===== config.mk =====
export PLATFORM = sky130hd
export DESIGN_NAME = phy_autoneg_regs
export DESIGN_NICKNAME = d
export VERILOG_FILES = /design/src/rtl/phy_regs_pkg.sv /design/src/rtl/phy_flag_latch.sv /design/src/rtl/phy_autoneg_regs.sv
export VERILOG_INCLUDE_DIRS = /design/src /design/src/rtl
export SDC_FILE = /design/constraint.sdc
export NUM_CORES = 1
export LEC_CHECK = 0
export BUFFER_PORTS_ARGS = -buffer_cell sky130_fd_sc_hd__buf_2
export CORE_ASPECT_RATIO = 1.2
export CORE_MARGIN = 8
export CORE_UTILIZATION = 43
export DETAILED_ROUTE_END_ITERATION = 16
export PLACE_DENSITY = 0.77
export SLEW_MARGIN = 15
export SYNTH_ARGS = -nofsm -noshare
export SYNTH_HDL_FRONTEND = slang
export SYNTH_HIERARCHICAL = 1
export SYNTH_SLANG_ARGS = --single-unit
export TNS_END_PERCENT = 1

===== constraint.sdc =====
create_clock -name core_clk_i -period 2.7 [get_ports core_clk_i]
set_input_delay 0.27 -clock core_clk_i [delete_from_list [all_inputs] [get_ports core_clk_i]]
set_output_delay 0.27 -clock core_clk_i [all_outputs]
set_load 0.01 [all_outputs]

===== src/rtl/phy_regs_params.svh =====
/*
 Register offsets, field positions, reset values for the PHY management bank.
 Assumes APB byte addressing, one 32-bit word per register.
*/
`ifndef PHY_REGS_PARAMS_SVH
`define PHY_REGS_PARAMS_SVH
// Register indices and byte addresses
`define IDX_PARTNER 8'h05
`define IDX_EXPAN 8'h06
`define IDX_STATE 8'h10
`define IDX_SPECIAL 8'h11
`define IDX_RSVD 8'h12
`define ADDR_OF(idx) ({2'h0, idx, 2'h0})
// Expansion register fields
`define EXP_PDF_BIT 4
`define EXP_LPNP_BIT 3
`define EXP_LNP_BIT 2
`define EXP_PR_BIT 1
`define EXP_LPAN_BIT 0
// Status and control fields
`define SC_RPD_BIT 13
`define SC_SYNC_BIT 11
`define SC_PD100_BIT 10
`define SC_PD10_BIT 9
`define SC_POL_BIT 8
`define SC_ADDR_LSB 2
`define SC_SPEED_BIT 1
`define SC_DUPLEX_BIT 0
// Reset values
`define SC_RPD_RST 1'b1
`define PD_RST 1'b1
`define SPECIAL_RST 16'h0000
`define LOCAL_NP_ABLE 1'b0
`endif


===== src/rtl/phy_regs_pkg.sv =====
/*
 Types for the PHY management register bank.
 Assumes the params header supplies all numbers.
*/
package phy_regs_pkg;
    // Partner ability word as received
    typedef struct packed {
        logic next_page;
        logic ack;
        logic remote_fault;
        logic [7:0] tech;
        logic [4:0] selector;
    } partner_word_t;
    // Special control bits, bit 15 first
    typedef struct packed {
        logic scram_bypass;
        logic enc_bypass;
        logic force_h_pat;
        logic force_34_pat;
        logic force_link_ok;
        logic sym_err_en;
        logic crs_dis;
        logic dyn_pd_dis;
        logic an_loopback;
        logic tx_hiz;
        logic force_pol_rev;
        logic auto_pol_dis;
        logic squelch_dis;
        logic ext_squelch;
        logic link_int_dis;
        logic jabber_dis;
    } special_ctl_t;
    // Line status seen by the bank
    typedef struct packed {
        logic rx_sync;
        logic pd100;
        logic pd10;
        logic pol_rev;
        logic speed100;
        logic full_duplex;
    } line_status_t;
    typedef enum logic [1:0] {
        ST_IDLE,
        ST_ACCESS
    } apb_state_t;
endpackage


===== src/rtl/phy_flag_latch.sv =====
/*
 Sticky high flag cleared by a read strobe.
 Assumes set and read strobes synchronous to the clock; set wins.
*/
`timescale 1ns/10ps
module phy_flag_latch (
    // Clock and reset
    input wire logic core_clk_i,
    input wire logic rst_n_i,
    // Events
    input wire logic set_i,
    input wire logic rd_clr_i,
    // Flag
    output logic flag_o
);
    logic flag_q;
    logic flag_d;
    always_comb begin
        flag_d = flag_q;
        if (rd_clr_i) begin
            flag_d = 1'b0;
        end
        if (set_i) begin
            flag_d = 1'b1;
        end
    end
    always_ff @(posedge core_clk_i) begin
        if (!rst_n_i) begin
            flag_q <= 1'b0;
        end else begin
            flag_q <= flag_d;
        end
    end
    assign flag_o = flag_q;
endmodule


===== src/rtl/phy_autoneg_regs.sv =====
/*
 PHY management register bank: partner ability, expansion, status and
 control, special control and a reserved slot, behind an APB slave.
 Assumes line status inputs synchronous to core_clk_i.
*/
// Function
// - Partner next page, remote fault readable
// - Acknowledge bit shows partner word received
// - Partner tech and selector fields readable
// - Parallel fault latched, cleared by read
// - Page received latched, cleared by read
// - Partner next page and autoneg able
// - Local next page able reads zero
// - Reduced power disable resets to one
// - Deserializer sync status readable
// - Power-down bits reset to one
// - Ten megabit polarity shown
// - Sampled PHY address readable
// - Resolved speed and duplex shown
// - Scrambler and encoder bypass controls
// - H and 34 test pattern forcing
// - Force hundred megabit link valid
// - Symbol error output enable
// - Carrier sense disable control
// - Dynamic power-down inhibit control
// - Autoneg loopback and transmit tri-state
// - Auto polarity disable, forced polarity
// - Squelch, link integrity, jabber controls
`timescale 1ns/10ps
`include "phy_regs_params.svh"
module phy_autoneg_regs
    import phy_regs_pkg::*;
(
    // Clock and reset
    input wire logic core_clk_i,
    input wire logic rst_n_i,
    // APB slave
    input wire logic psel_i,
    input wire logic penable_i,
    input wire logic pwrite_i,
    input wire logic [11:0] paddr_i,
    input wire logic [31:0] pwdata_i,
    input wire logic [3:0] pstrb_i,
    output logic [31:0] prdata_o,
    output logic pready_o,
    output logic pslverr_o,
    // Auto-negotiation receive side
    input wire logic partner_valid_i,
    input wire partner_word_t partner_word_i,
    input wire logic page_rx_i,
    input wire logic par_fault_i,
    input wire logic partner_np_able_i,
    input wire logic partner_an_able_i,
    // Line status
    input wire line_status_t line_status_i,
    input wire logic [4:0] phy_addr_i,
    input wire logic addr_sample_i,
    // Controls to the PHY
    output special_ctl_t special_ctl_o,
    output logic auto_rpd_en_o
);

    ////////////////////////////////////////////////////////////////////////
    // Storage
    partner_word_t partner_q;
    logic ack_q;
    logic rpd_dis_q;
    logic [4:0] addr_q;
    logic pd100_q;
    logic pd10_q;
    special_ctl_t special_q;
    logic pdf_flag;
    logic pr_flag;
    logic [31:0] prdata_q;
    apb_state_t state_q;

    function automatic logic hit(input logic [11:0] a, input logic [7:0] idx);
        hit = (a == `ADDR_OF(idx));
    endfunction

    logic setup;
    logic rd_take;
    logic wr_take;
    logic mapped;
    logic rd_exp;
    logic [15:0] exp_word;
    logic [15:0] state_word;
    logic [15:0] rd_word;

    assign setup = psel_i && !penable_i;
    assign wr_take = psel_i && penable_i && pwrite_i && !pslverr_o;
    assign rd_take = setup && !pwrite_i;
    assign mapped = hit(paddr_i, `IDX_PARTNER) || hit(paddr_i, `IDX_EXPAN) ||
                    hit(paddr_i, `IDX_STATE) || hit(paddr_i, `IDX_SPECIAL) ||
                    hit(paddr_i, `IDX_RSVD);
    // clear after read data is latched
    assign rd_exp = psel_i && penable_i && !pwrite_i && hit(paddr_i, `IDX_EXPAN);

    ////////////////////////////////////////////////////////////////////////
    // APB access phase: one wait-free cycle, pready in access
    always_ff @(posedge core_clk_i) begin
        if (!rst_n_i) begin
            state_q <= ST_IDLE;
        end else begin
            case (state_q)
                ST_IDLE: begin
                    if (setup) begin
                        state_q <= ST_ACCESS;
                    end
                end
                ST_ACCESS: begin
                    state_q <= setup ? ST_ACCESS : ST_IDLE;
                end
                default: begin
                    state_q <= ST_IDLE;
                end
            endcase
        end
    end
    assign pready_o = psel_i && penable_i;
    assign pslverr_o = psel_i && penable_i && !mapped;

    ////////////////////////////////////////////////////////////////////////
    // Partner ability capture
    // partner bits captured
    always_ff @(posedge core_clk_i) begin
        if (!rst_n_i) begin
            partner_q <= '0;
        end else if (partner_valid_i) begin
            partner_q <= partner_word_i;
        end
    end
    always_ff @(posedge core_clk_i) begin
        if (!rst_n_i) begin
            ack_q <= 1'b0;
        end else if (partner_valid_i) begin
            ack_q <= 1'b1;
        end
    end

    ////////////////////////////////////////////////////////////////////////
    // Sticky expansion flags
    // parallel fault latch
    phy_flag_latch u_pdf (
        .core_clk_i(core_clk_i),
        .rst_n_i(rst_n_i),
        .set_i(par_fault_i),
        .rd_clr_i(rd_exp),
        .flag_o(pdf_flag)
    );
    phy_flag_latch u_pr (
        .core_clk_i(core_clk_i),
        .rst_n_i(rst_n_i),
        .set_i(page_rx_i),
        .rd_clr_i(rd_exp),
        .flag_o(pr_flag)
    );

    ////////////////////////////////////////////////////////////////////////
    // Status: address sample and power-down state
    // address sampled on strobe
    always_ff @(posedge core_clk_i) begin
        if (!rst_n_i) begin
            addr_q <= 5'h00;
        end else if (addr_sample_i) begin
            addr_q <= phy_addr_i;
        end
    end
    always_ff @(posedge core_clk_i) begin
        if (!rst_n_i) begin
            pd100_q <= `PD_RST;
            pd10_q <= `PD_RST;
        end else begin
            pd100_q <= line_status_i.pd100;
            pd10_q <= line_status_i.pd10;
        end
    end

    ////////////////////////////////////////////////////////////////////////
    // Writable registers
    // reduced power disable
    always_ff @(posedge core_clk_i) begin
        if (!rst_n_i) begin
            rpd_dis_q <= `SC_RPD_RST;
        end else if (wr_take && hit(paddr_i, `IDX_STATE) && pstrb_i[1]) begin
            rpd_dis_q <= pwdata_i[`SC_RPD_BIT];
        end
    end
    assign auto_rpd_en_o = !rpd_dis_q;
    always_ff @(posedge core_clk_i) begin
        if (!rst_n_i) begin
            special_q <= `SPECIAL_RST;
        end else if (wr_take && hit(paddr_i, `IDX_SPECIAL)) begin
            if (pstrb_i[0]) begin
                special_q[7:0] <= pwdata_i[7:0];
            end
            if (pstrb_i[1]) begin
                special_q[15:8] <= pwdata_i[15:8];
            end
        end
    end
    assign special_ctl_o = special_q;

    ////////////////////////////////////////////////////////////////////////
    // Read path
    always_comb begin
        exp_word = 16'h0000;
        exp_word[`EXP_LPNP_BIT] = partner_np_able_i;
        exp_word[`EXP_LPAN_BIT] = partner_an_able_i;
        exp_word[`EXP_LNP_BIT] = `LOCAL_NP_ABLE;
        // event in setup cycle shows in data
        exp_word[`EXP_PDF_BIT] = pdf_flag || par_fault_i;
        exp_word[`EXP_PR_BIT] = pr_flag || page_rx_i;
    end
    always_comb begin
        state_word = 16'h0000;
        state_word[`SC_RPD_BIT] = rpd_dis_q;
        state_word[`SC_SYNC_BIT] = line_status_i.rx_sync;
        state_word[`SC_PD100_BIT] = pd100_q;
        state_word[`SC_PD10_BIT] = pd10_q;
        state_word[`SC_POL_BIT] = line_status_i.pol_rev;
        state_word[`SC_ADDR_LSB +: 5] = addr_q;
        state_word[`SC_SPEED_BIT] = line_status_i.speed100;
        state_word[`SC_DUPLEX_BIT] = line_status_i.full_duplex;
    end
    always_comb begin
        rd_word = 16'h0000;
        if (hit(paddr_i, `IDX_PARTNER)) begin
            rd_word = {partner_q.next_page, ack_q, partner_q[13:0]};
        end else if (hit(paddr_i, `IDX_EXPAN)) begin
            rd_word = exp_word;
        end else if (hit(paddr_i, `IDX_STATE)) begin
            rd_word = state_word;
        end else if (hit(paddr_i, `IDX_SPECIAL)) begin
            rd_word = special_q;
        end
    end
    always_ff @(posedge core_clk_i) begin
        if (!rst_n_i) begin
            prdata_q <= 32'h0000_0000;
        end else if (rd_take) begin
            prdata_q <= {16'h0000, rd_word};
        end
    end
    assign prdata_o = prdata_q;

    ////////////////////////////////////////////////////////////////////////
    // Checks
    AST_PDF_HOLD: assert property (@(posedge core_clk_i) disable iff (!rst_n_i)
        par_fault_i |=> pdf_flag) else $error("parallel fault not latched");
    AST_PR_CLEAR: assert property (@(posedge core_clk_i) disable iff (!rst_n_i)
        rd_exp && !page_rx_i |=> !pr_flag) else $error("page flag not cleared");
    AST_RD_FIRST: assert property (@(posedge core_clk_i) disable iff (!rst_n_i)
        rd_take && hit(paddr_i, `IDX_EXPAN) && pr_flag |=> prdata_o[`EXP_PR_BIT])
        else $error("read lost page flag");
    AST_SET_WINS: assert property (@(posedge core_clk_i) disable iff (!rst_n_i)
        rd_exp && par_fault_i |=> pdf_flag) else $error("event lost on read");
    AST_ACK: assert property (@(posedge core_clk_i) disable iff (!rst_n_i)
        partner_valid_i |=> ack_q ##1 ack_q) else $error("ack not held");
    AST_RSVD: assert property (@(posedge core_clk_i) disable iff (!rst_n_i)
        rd_take && hit(paddr_i, `IDX_RSVD) |=> prdata_o == 32'h0) else $error("reserved nonzero");
    AST_LNP: assert property (@(posedge core_clk_i) disable iff (!rst_n_i)
        rd_take && hit(paddr_i, `IDX_EXPAN) |=> !prdata_o[`EXP_LNP_BIT])
        else $error("local next page set");
    AST_SPEC_WR: assert property (@(posedge core_clk_i) disable iff (!rst_n_i)
        wr_take && hit(paddr_i, `IDX_SPECIAL) && pstrb_i[1:0] == 2'h3 |=>
        special_ctl_o == $past(pwdata_i[15:0])) else $error("special write lost");
    AST_RPD: assert property (@(posedge core_clk_i) disable iff (!rst_n_i)
        wr_take && hit(paddr_i, `IDX_STATE) && pstrb_i[1] |=>
        auto_rpd_en_o == !$past(pwdata_i[13])) else $error("reduced power ctl wrong");
    AST_ADDR: assert property (@(posedge core_clk_i) disable iff (!rst_n_i)
        addr_sample_i |=> addr_q == $past(phy_addr_i)) else $error("address not sampled");
    AST_CLR_ACC: assert property (@(posedge core_clk_i) disable iff (!rst_n_i)
        rd_exp |-> state_q == ST_ACCESS)
        else $error("flag clear outside access");
    AST_PDF_RD: assert property (@(posedge core_clk_i) disable iff (!rst_n_i)
        rd_take && hit(paddr_i, `IDX_EXPAN) && (pdf_flag || par_fault_i) |=>
        prdata_o[`EXP_PDF_BIT]) else $error("parallel fault lost from read data");
    AST_PDF_CLEAR: assert property (@(posedge core_clk_i) disable iff (!rst_n_i)
        rd_exp && !par_fault_i |=> !pdf_flag) else $error("fault flag not cleared");
    AST_PR_HOLD: assert property (@(posedge core_clk_i) disable iff (!rst_n_i)
        page_rx_i |=> pr_flag) else $error("page flag not latched");
    AST_PARTNER: assert property (@(posedge core_clk_i) disable iff (!rst_n_i)
        partner_valid_i |=> partner_q.next_page == $past(partner_word_i.next_page) &&
        partner_q.remote_fault == $past(partner_word_i.remote_fault))
        else $error("partner bits not captured");
    AST_PART_RD: assert property (@(posedge core_clk_i) disable iff (!rst_n_i)
        rd_take && hit(paddr_i, `IDX_PARTNER) |=>
        prdata_o[12:5] == $past(partner_q.tech) && prdata_o[4:0] == $past(partner_q.selector))
        else $error("partner fields wrong");
    AST_ACK_RD: assert property (@(posedge core_clk_i) disable iff (!rst_n_i)
        rd_take && hit(paddr_i, `IDX_PARTNER) |=> prdata_o[14] == $past(ack_q))
        else $error("acknowledge not read back");
    AST_ACK_STAY: assert property (@(posedge core_clk_i) disable iff (!rst_n_i)
        ack_q |=> ack_q) else $error("acknowledge dropped");
    AST_NP_AN: assert property (@(posedge core_clk_i) disable iff (!rst_n_i)
        rd_take && hit(paddr_i, `IDX_EXPAN) |=>
        prdata_o[`EXP_LPNP_BIT] == $past(partner_np_able_i) &&
        prdata_o[`EXP_LPAN_BIT] == $past(partner_an_able_i)) else $error("partner ability wrong");
    AST_SYNC: assert property (@(posedge core_clk_i) disable iff (!rst_n_i)
        rd_take && hit(paddr_i, `IDX_STATE) |=>
        prdata_o[`SC_SYNC_BIT] == $past(line_status_i.rx_sync)) else $error("sync bit wrong");
    AST_RST_VALS: assert property (@(posedge core_clk_i)
        !rst_n_i |=> pd100_q && pd10_q && rpd_dis_q && special_q == `SPECIAL_RST)
        else $error("reset values wrong");
    AST_POL: assert property (@(posedge core_clk_i) disable iff (!rst_n_i)
        rd_take && hit(paddr_i, `IDX_STATE) |=>
        prdata_o[`SC_POL_BIT] == $past(line_status_i.pol_rev)) else $error("polarity bit wrong");
    AST_ADDR_RD: assert property (@(posedge core_clk_i) disable iff (!rst_n_i)
        rd_take && hit(paddr_i, `IDX_STATE) |=>
        prdata_o[`SC_ADDR_LSB +: 5] == $past(addr_q)) else $error("address not read back");
    AST_SPD_DPX: assert property (@(posedge core_clk_i) disable iff (!rst_n_i)
        rd_take && hit(paddr_i, `IDX_STATE) |=>
        prdata_o[`SC_SPEED_BIT] == $past(line_status_i.speed100) &&
        prdata_o[`SC_DUPLEX_BIT] == $past(line_status_i.full_duplex))
        else $error("speed or duplex wrong");
    AST_RSVD_BITS: assert property (@(posedge core_clk_i) disable iff (!rst_n_i)
        rd_take && hit(paddr_i, `IDX_STATE) |=>
        prdata_o[31:14] == 18'h00000 && !prdata_o[12] && !prdata_o[7])
        else $error("reserved status bits set");
    AST_SPEC_HOLD: assert property (@(posedge core_clk_i) disable iff (!rst_n_i)
        !(wr_take && hit(paddr_i, `IDX_SPECIAL)) |=> $stable(special_ctl_o))
        else $error("controls changed without write");
    AST_SPEC_RD: assert property (@(posedge core_clk_i) disable iff (!rst_n_i)
        rd_take && hit(paddr_i, `IDX_SPECIAL) |=> prdata_o[15:0] == $past(special_ctl_o))
        else $error("control read back wrong");
    AST_ERR_NOWR: assert property (@(posedge core_clk_i) disable iff (!rst_n_i)
        pslverr_o |=> $stable(special_ctl_o) && $stable(auto_rpd_en_o))
        else $error("unmapped write took effect");
    AST_RPD_HOLD: assert property (@(posedge core_clk_i) disable iff (!rst_n_i)
        !(wr_take && hit(paddr_i, `IDX_STATE) && pstrb_i[1]) |=> $stable(auto_rpd_en_o))
        else $error("power control changed without write");
    AST_RD_STAND: assert property (@(posedge core_clk_i) disable iff (!rst_n_i)
        !rd_take |=> $stable(prdata_o)) else $error("read data changed outside setup");
    COV_EXP_READ: cover property (@(posedge core_clk_i) rd_exp && pr_flag);
    COV_SPEC_WR: cover property (@(posedge core_clk_i) wr_take && hit(paddr_i, `IDX_SPECIAL));
    COV_COLLIDE: cover property (@(posedge core_clk_i) rd_exp && par_fault_i);
    COV_UNMAPPED: cover property (@(posedge core_clk_i) pslverr_o);
    COV_PARTNER: cover property (@(posedge core_clk_i) partner_valid_i);
endmodule


Word level (Yosys, flattened, before mapping)
Cells that the tools add are included.
{"block": "totals", "inputBits": 86, "out_inout_bits": 51, "ram_bits": 0, "romBits": 0, "mem_count": 0, "reg_bits": 58, "latch_bits": 0}
{"block": "op_classes", "div_mod_pow": 0, "n_eq_ne": 5, "magnitude_cmp": 0, "n_reduce_logical": 26, "n_addsub": 0, "n_mux": 7, "n_bitwise": 0, "shifts": 0, "multipliers": 0}
{"cell": "$mux W16", "n": 4}
{"cell": "$eq A12 B7 Y1 const B", "n": 3}
{"cell": "$eq A12 B5 Y1 const B", "n": 2}
{"cell": "$logic_and A1 B1 Y1", "n": 11}
{"cell": "$logic_or A1 B1 Y1", "n": 6}
{"cell": "$logic_not A1 Y1", "n": 5}
{"cell": "$reduce_and A2 Y1", "n": 2}
{"cell": "$reduce_bool A2 Y1", "n": 2}
{"cell": "$mux W1", "n": 3}

Longest topological paths before layout
{"block": "logic_depth", "depth_word": 11, "ltp_mapped": 6}

Cells and area by module
The synthesis kept the hierarchy.
{"mod": "phy_autoneg_regs", "area_per_inst_um2": 2677.6, "cells_each": 313, "instances": 1, "seq_area_each_um2": 1121.1}
{"mod": "phy_flag_latch", "area_per_inst_um2": 41.3, "cells_each": 3, "instances": 2, "seq_area_each_um2": 20.0}

Worst setup path before layout
No wires, ideal clock.
{"block": "synth_path", "path_kind": "input port to flip-flop", "startpoint": "in paddr_i[9]", "endpoint": "reg u_pdf.flag_q (netlist: u_pdf/flag_o)", "arrival_time_ns": 1.768, "required_time_ns": 2.585, "path_slack_ns": 0.817, "stages": 5, "cell_sequence": "nor4_4 > nand3_1 > nor4b_1 > nor2b_4 > o21a_1"}
{"block": "synth_via", "elab_chain_cells": 3}
{"item": "from (decl)", "line_no": "phy_autoneg_regs.sv:41", "source": "input wire logic [11:0] paddr_i,"}
{"item": "$eq A12 B5 Y1 (no line)"}
{"item": "$logic_and A1 B1 Y1", "line_no": "phy_autoneg_regs.sv:97", "source": "assign rd_exp = psel_i && penable_i && !pwrite_i && hit(paddr_i, `IDX_EXPAN);"}
{"item": "via rd_exp", "line_no": "phy_autoneg_regs.sv:85", "source": "logic rd_exp;"}
{"item": "$reduce_bool A2 Y1 (no line)"}
{"item": "to (signal assigned)", "line_no": "phy_flag_latch.sv:31", "source": "flag_q <= flag_d;"}
{"item": "to (decl)", "line_no": "phy_flag_latch.sv:16", "source": "logic flag_q;"}
The timed path passes the listed nets, and every way through them passes these cells.
A chain may end at the register's enable or synchronous reset.

Worst setup path after layout
{"block": "layout_path", "startpoint": "in paddr_i[9]", "endpoint": "out pslverr_o"}
{"block": "layout_via", "elab_chain_cells": 7, "elab_cells_between_ends": 11, "cone_classes": "eq/ne: 5; reduce/logical: 6"}
{"item": "$eq A12 B5 Y1 (no line)"}
{"item": "$logic_or A1 B1 Y1 (3 in a row)", "line_no": "phy_autoneg_regs.sv:93", "source": "assign mapped = hit(paddr_i, `IDX_PARTNER) || hit(paddr_i, `IDX_EXPAN) ||"}
{"item": "$logic_or A1 B1 Y1 *", "line_no": "phy_autoneg_regs.sv:93"}
{"item": "$logic_not A1 Y1 *", "line_no": "phy_autoneg_regs.sv:121", "source": "assign pslverr_o = psel_i && penable_i && !mapped;"}
{"item": "$logic_and A1 B1 Y1 *", "line_no": "phy_autoneg_regs.sv:121"}
{"item": "to (decl)", "line_no": "phy_autoneg_regs.sv:46", "source": "output logic pslverr_o,"}
Mark *: on every way between the ends. The rest lies on a longest branch, timed or not.

==> impl_metrics.yaml <==
final_layout:
  nets: 504
  postLayoutCoreUtil_pct: 55.48
  finalInstanceArea_mm2: 0.003510
  drive_gt1_share_pct: 31.21
  area_growth_pct: 27.15
  antenna_cells: 0
clocking:
  cts_tree: "done"
  cts_resized: 0
  insertion_delay_ns: 0.33
  post_cts_buffers: 0
  htreeDepth: 3
  hold_buffers: 0
  clk_path_buf_depth: 2
  clk_pin_slew_ns: 0.06
  cts_root_buffer: "clkbuf_8"
  cts_num_sinks: 58
  cts_made_buffers: 9
timing:
  fin_worst_skew_ns: 0.009114
  finalSetupTns_ns: 0
  max_freq_mhz: 563.7
  finalSetupViolCount: 0
  relSlewSlack_pct: 45.20
  final.min_clock_period_ns: 1.774
  post-route-period-util_pct: 65.71
  maxSlewViolCount: 0
  hold_viol_final: 0
  rsz0062_at_grt: "no"
  worst_pin_slew_ns: 0.8220
setup_path:
  cp-start-kind: "input port"
  r2r_end: "prdata_o[4]"
  cp_slowest_cell: "nor4_4"
  reg2reg_slack_ns: 1.69
  crit_arrival_ns: 1.50
  rr_startpoint: "special_ctl_o[4]"
  worstSetupPathType: "in -> out"
  crit_top_cell: "buf_2"
  reg2reg_depth: 4
  cp_slowest_stage_delay_ns: 0.44
  cp-end-kind: "output port"
  cp_max_fo: 5
  crit_chain: "buf_2 > nor4_4 > nand2_1 > nor3_1 > a31oi_1 > buf_2"
  critical_path_required_ns: 2.43
floorplan:
  die_w_um: 89.14
  die_h_um: 103.8
  rows: 32
  die_area_mm2: 0.009249
  ios: 137
  start_util_pct: 43.63
  core_area_mm2: 0.006326
global_route:
  antenna_found_initial: 1
  grt_use_total_pct: 16.77
  overflow: 0
  grt_pass1_vias: 2586
  grt_max_degree: 54
  grt_pass1_wl_um: 12210
power:
  leakagePower_nw: 1.588
  peakVddDrop_mv: 0.4166
  power.total_mw: 2.060
  power.density_mw_per_mm2: 587.0
yosys:
  yosysSeqAreaShare_pct: 42.07
  synth_xor_area_share_pct: 0
  synthCells: 319
  synth.distinct_cells: 34
  ys_ff_latch: 58
  synth-simple-area-share_pct: 24.66
  synth_top_family_by_area: "simple AND/OR/NAND/NOR gates"
  yosysWarnings: 6
  synth_area_mm2: 0.002760
  synthAdderAreaFrac_pct: 0
  avgSynthCellArea_um2: 8.652
  synth_compound_area_share_pct: 17.63
  synth.area.mux_share_pct: 7.616
status:
  status: "finished, final reports clean"
min_path:
  hold_depth: 2
  worstHoldEndpoint: "pd100_q"
  min-delay-start: "line_status_i[4]"
  hp-class: "in -> reg"
place:
  gp_congestion: 0.8286
  placed_cell_area_mm2: 0.003277
  numPortBuffers: 101
  dp_hpwl_um: 5850
routing:
  first_pass_iters: 4
  viasPerCell: 5.163
  wl_um: 7983
  ant_nets: 0
  drc_errors: 0
  vias: 2623
  dr.first_iter.drc_count: 114
  avgRoutedWirePerCell_um: 15.71
run:
  maxCapViolCount: 0
-- cells in the final DEF (no fill, tap or decap), drive strengths merged, types with 4 or more instances in the layout --
cell type,n
nand3,19
conb,16
o21ai,41
nand2,26
a21oi,20
nor3,8
nor2b,30
and3,4
dfxtp,58
clkbuf,10
a22oi,12
buf,108
nor2,17
mux2i,21
nand2b,5
-- metrics by stage --
step                      instances  hold WS, ns  setup slack [ns]
after global routing            508       0.1395            0.8275
after CTS                       508       0.1104            0.9234
after detailed placement        492       0.4483            0.6975
final                           508       0.1232            0.9260
after floorplan                 334       0.3715            0.8174
after global placement          492       0.4363            0.7002
-- where the power goes --
| part | internal, mW | switching (mW) | leakage [nW] |
|---|---|---|---|
| sequential | 0.887 | 0.0157 | 0.474 |
| clock | 0.608 | 0.344 | 0.120 |
| combinational | 0.0912 | 0.114 | 0.994 |
| total | 1.59 | 0.474 | 1.59 |
-- worst max path at each step --
stage	startpoint	to	slack [ns]	depth (start not counted)
finish	paddr_i[9]	pslverr_o	0.93	6
detailed placement	paddr_i[9]	rpd_dis_q	0.70	6
global placement	paddr_i[9]	rpd_dis_q	0.70	6
CTS	paddr_i[9]	pslverr_o	0.92	6
global route	paddr_i[9]	pslverr_o	0.83	6
floorplan	paddr_i[9]	u_pdf/flag_o	0.82	5
-- logic make-up (layout without fill, tap and decap cells) --
| kind of cell | after synthesis | count (layout) |
|---|---|---|
| AO/OA/AOI/OAI | 85 | 85 |
| buffers and inverters | 37 | 126 |
| flip-flops | 58 | 58 |
| multiplexers | 21 | 21 |
| other | 1 | 16 |
| AND/OR/NAND/NOR | 117 | 117 |
-- routing by layer --
metal / part of all wire, % / GRT usage [%] / wire length (µm)
met5: 0.10 / 0 / 8
met4: 2.7 / 9.774 / 212
met3: 8.1 / 3.241 / 649
met2: 49 / 28.13 / 3917
met1: 40 / 18.81 / 3195
-- registers in the layout, summed over array words and instances (netlist names) --
name           flops
pd10_q             1
u_pr/flag_o        1
prdata_o          16
pd100_q            1
addr_q             5
ack_q              1
partner_q         15
u_pdf/flag_o       1
special_ctl_o     16
rpd_dis_q          1
-- worst max-delay path: cells and delay by family --
family | cells | cell delay (ns)
simple gates | 3 | 0.84
buf+inv | 2 | 0.27
compound gates | 1 | 0.12
-- cells in the mapped netlist, drive strengths merged --
master  count  area, µm²
dfxtp      58       1161
o21ai      41      205.2
nor2b      30      202.7
nand2      26      97.59
buf        21      157.7
mux2i      21      210.2
a21oi      20      100.1
nand3      19      107.6
nor2       17      66.32
clkbuf     14      52.55
a22oi      12      90.09
nor3        8      62.56
nand2b      5      31.28
and3        4      25.02
nor4b       3      41.29
o21a        3      22.52
a211oi      2      15.01
a22o        2      17.52
a32oi       2      17.52
inv         2      7.510
nand4       2      12.51
nor4        2      27.53
o22ai       2      12.51
a31oi       1      6.260
and2        1      6.260
conb        1      3.750
-- layout make-up --
class,count,area [µm²]
Fill cell,595,2816
Multi-Input combinational cell,239,1444
Sequential cell,58,1161
Timing Repair Buffer,108,558.0
Clock buffer,10,127.6
Tap cell,85,106.4
Clock inverter,6,105.1
Inverter,2,7.507
Note: power is estimated with default switching activity, not from simulation.
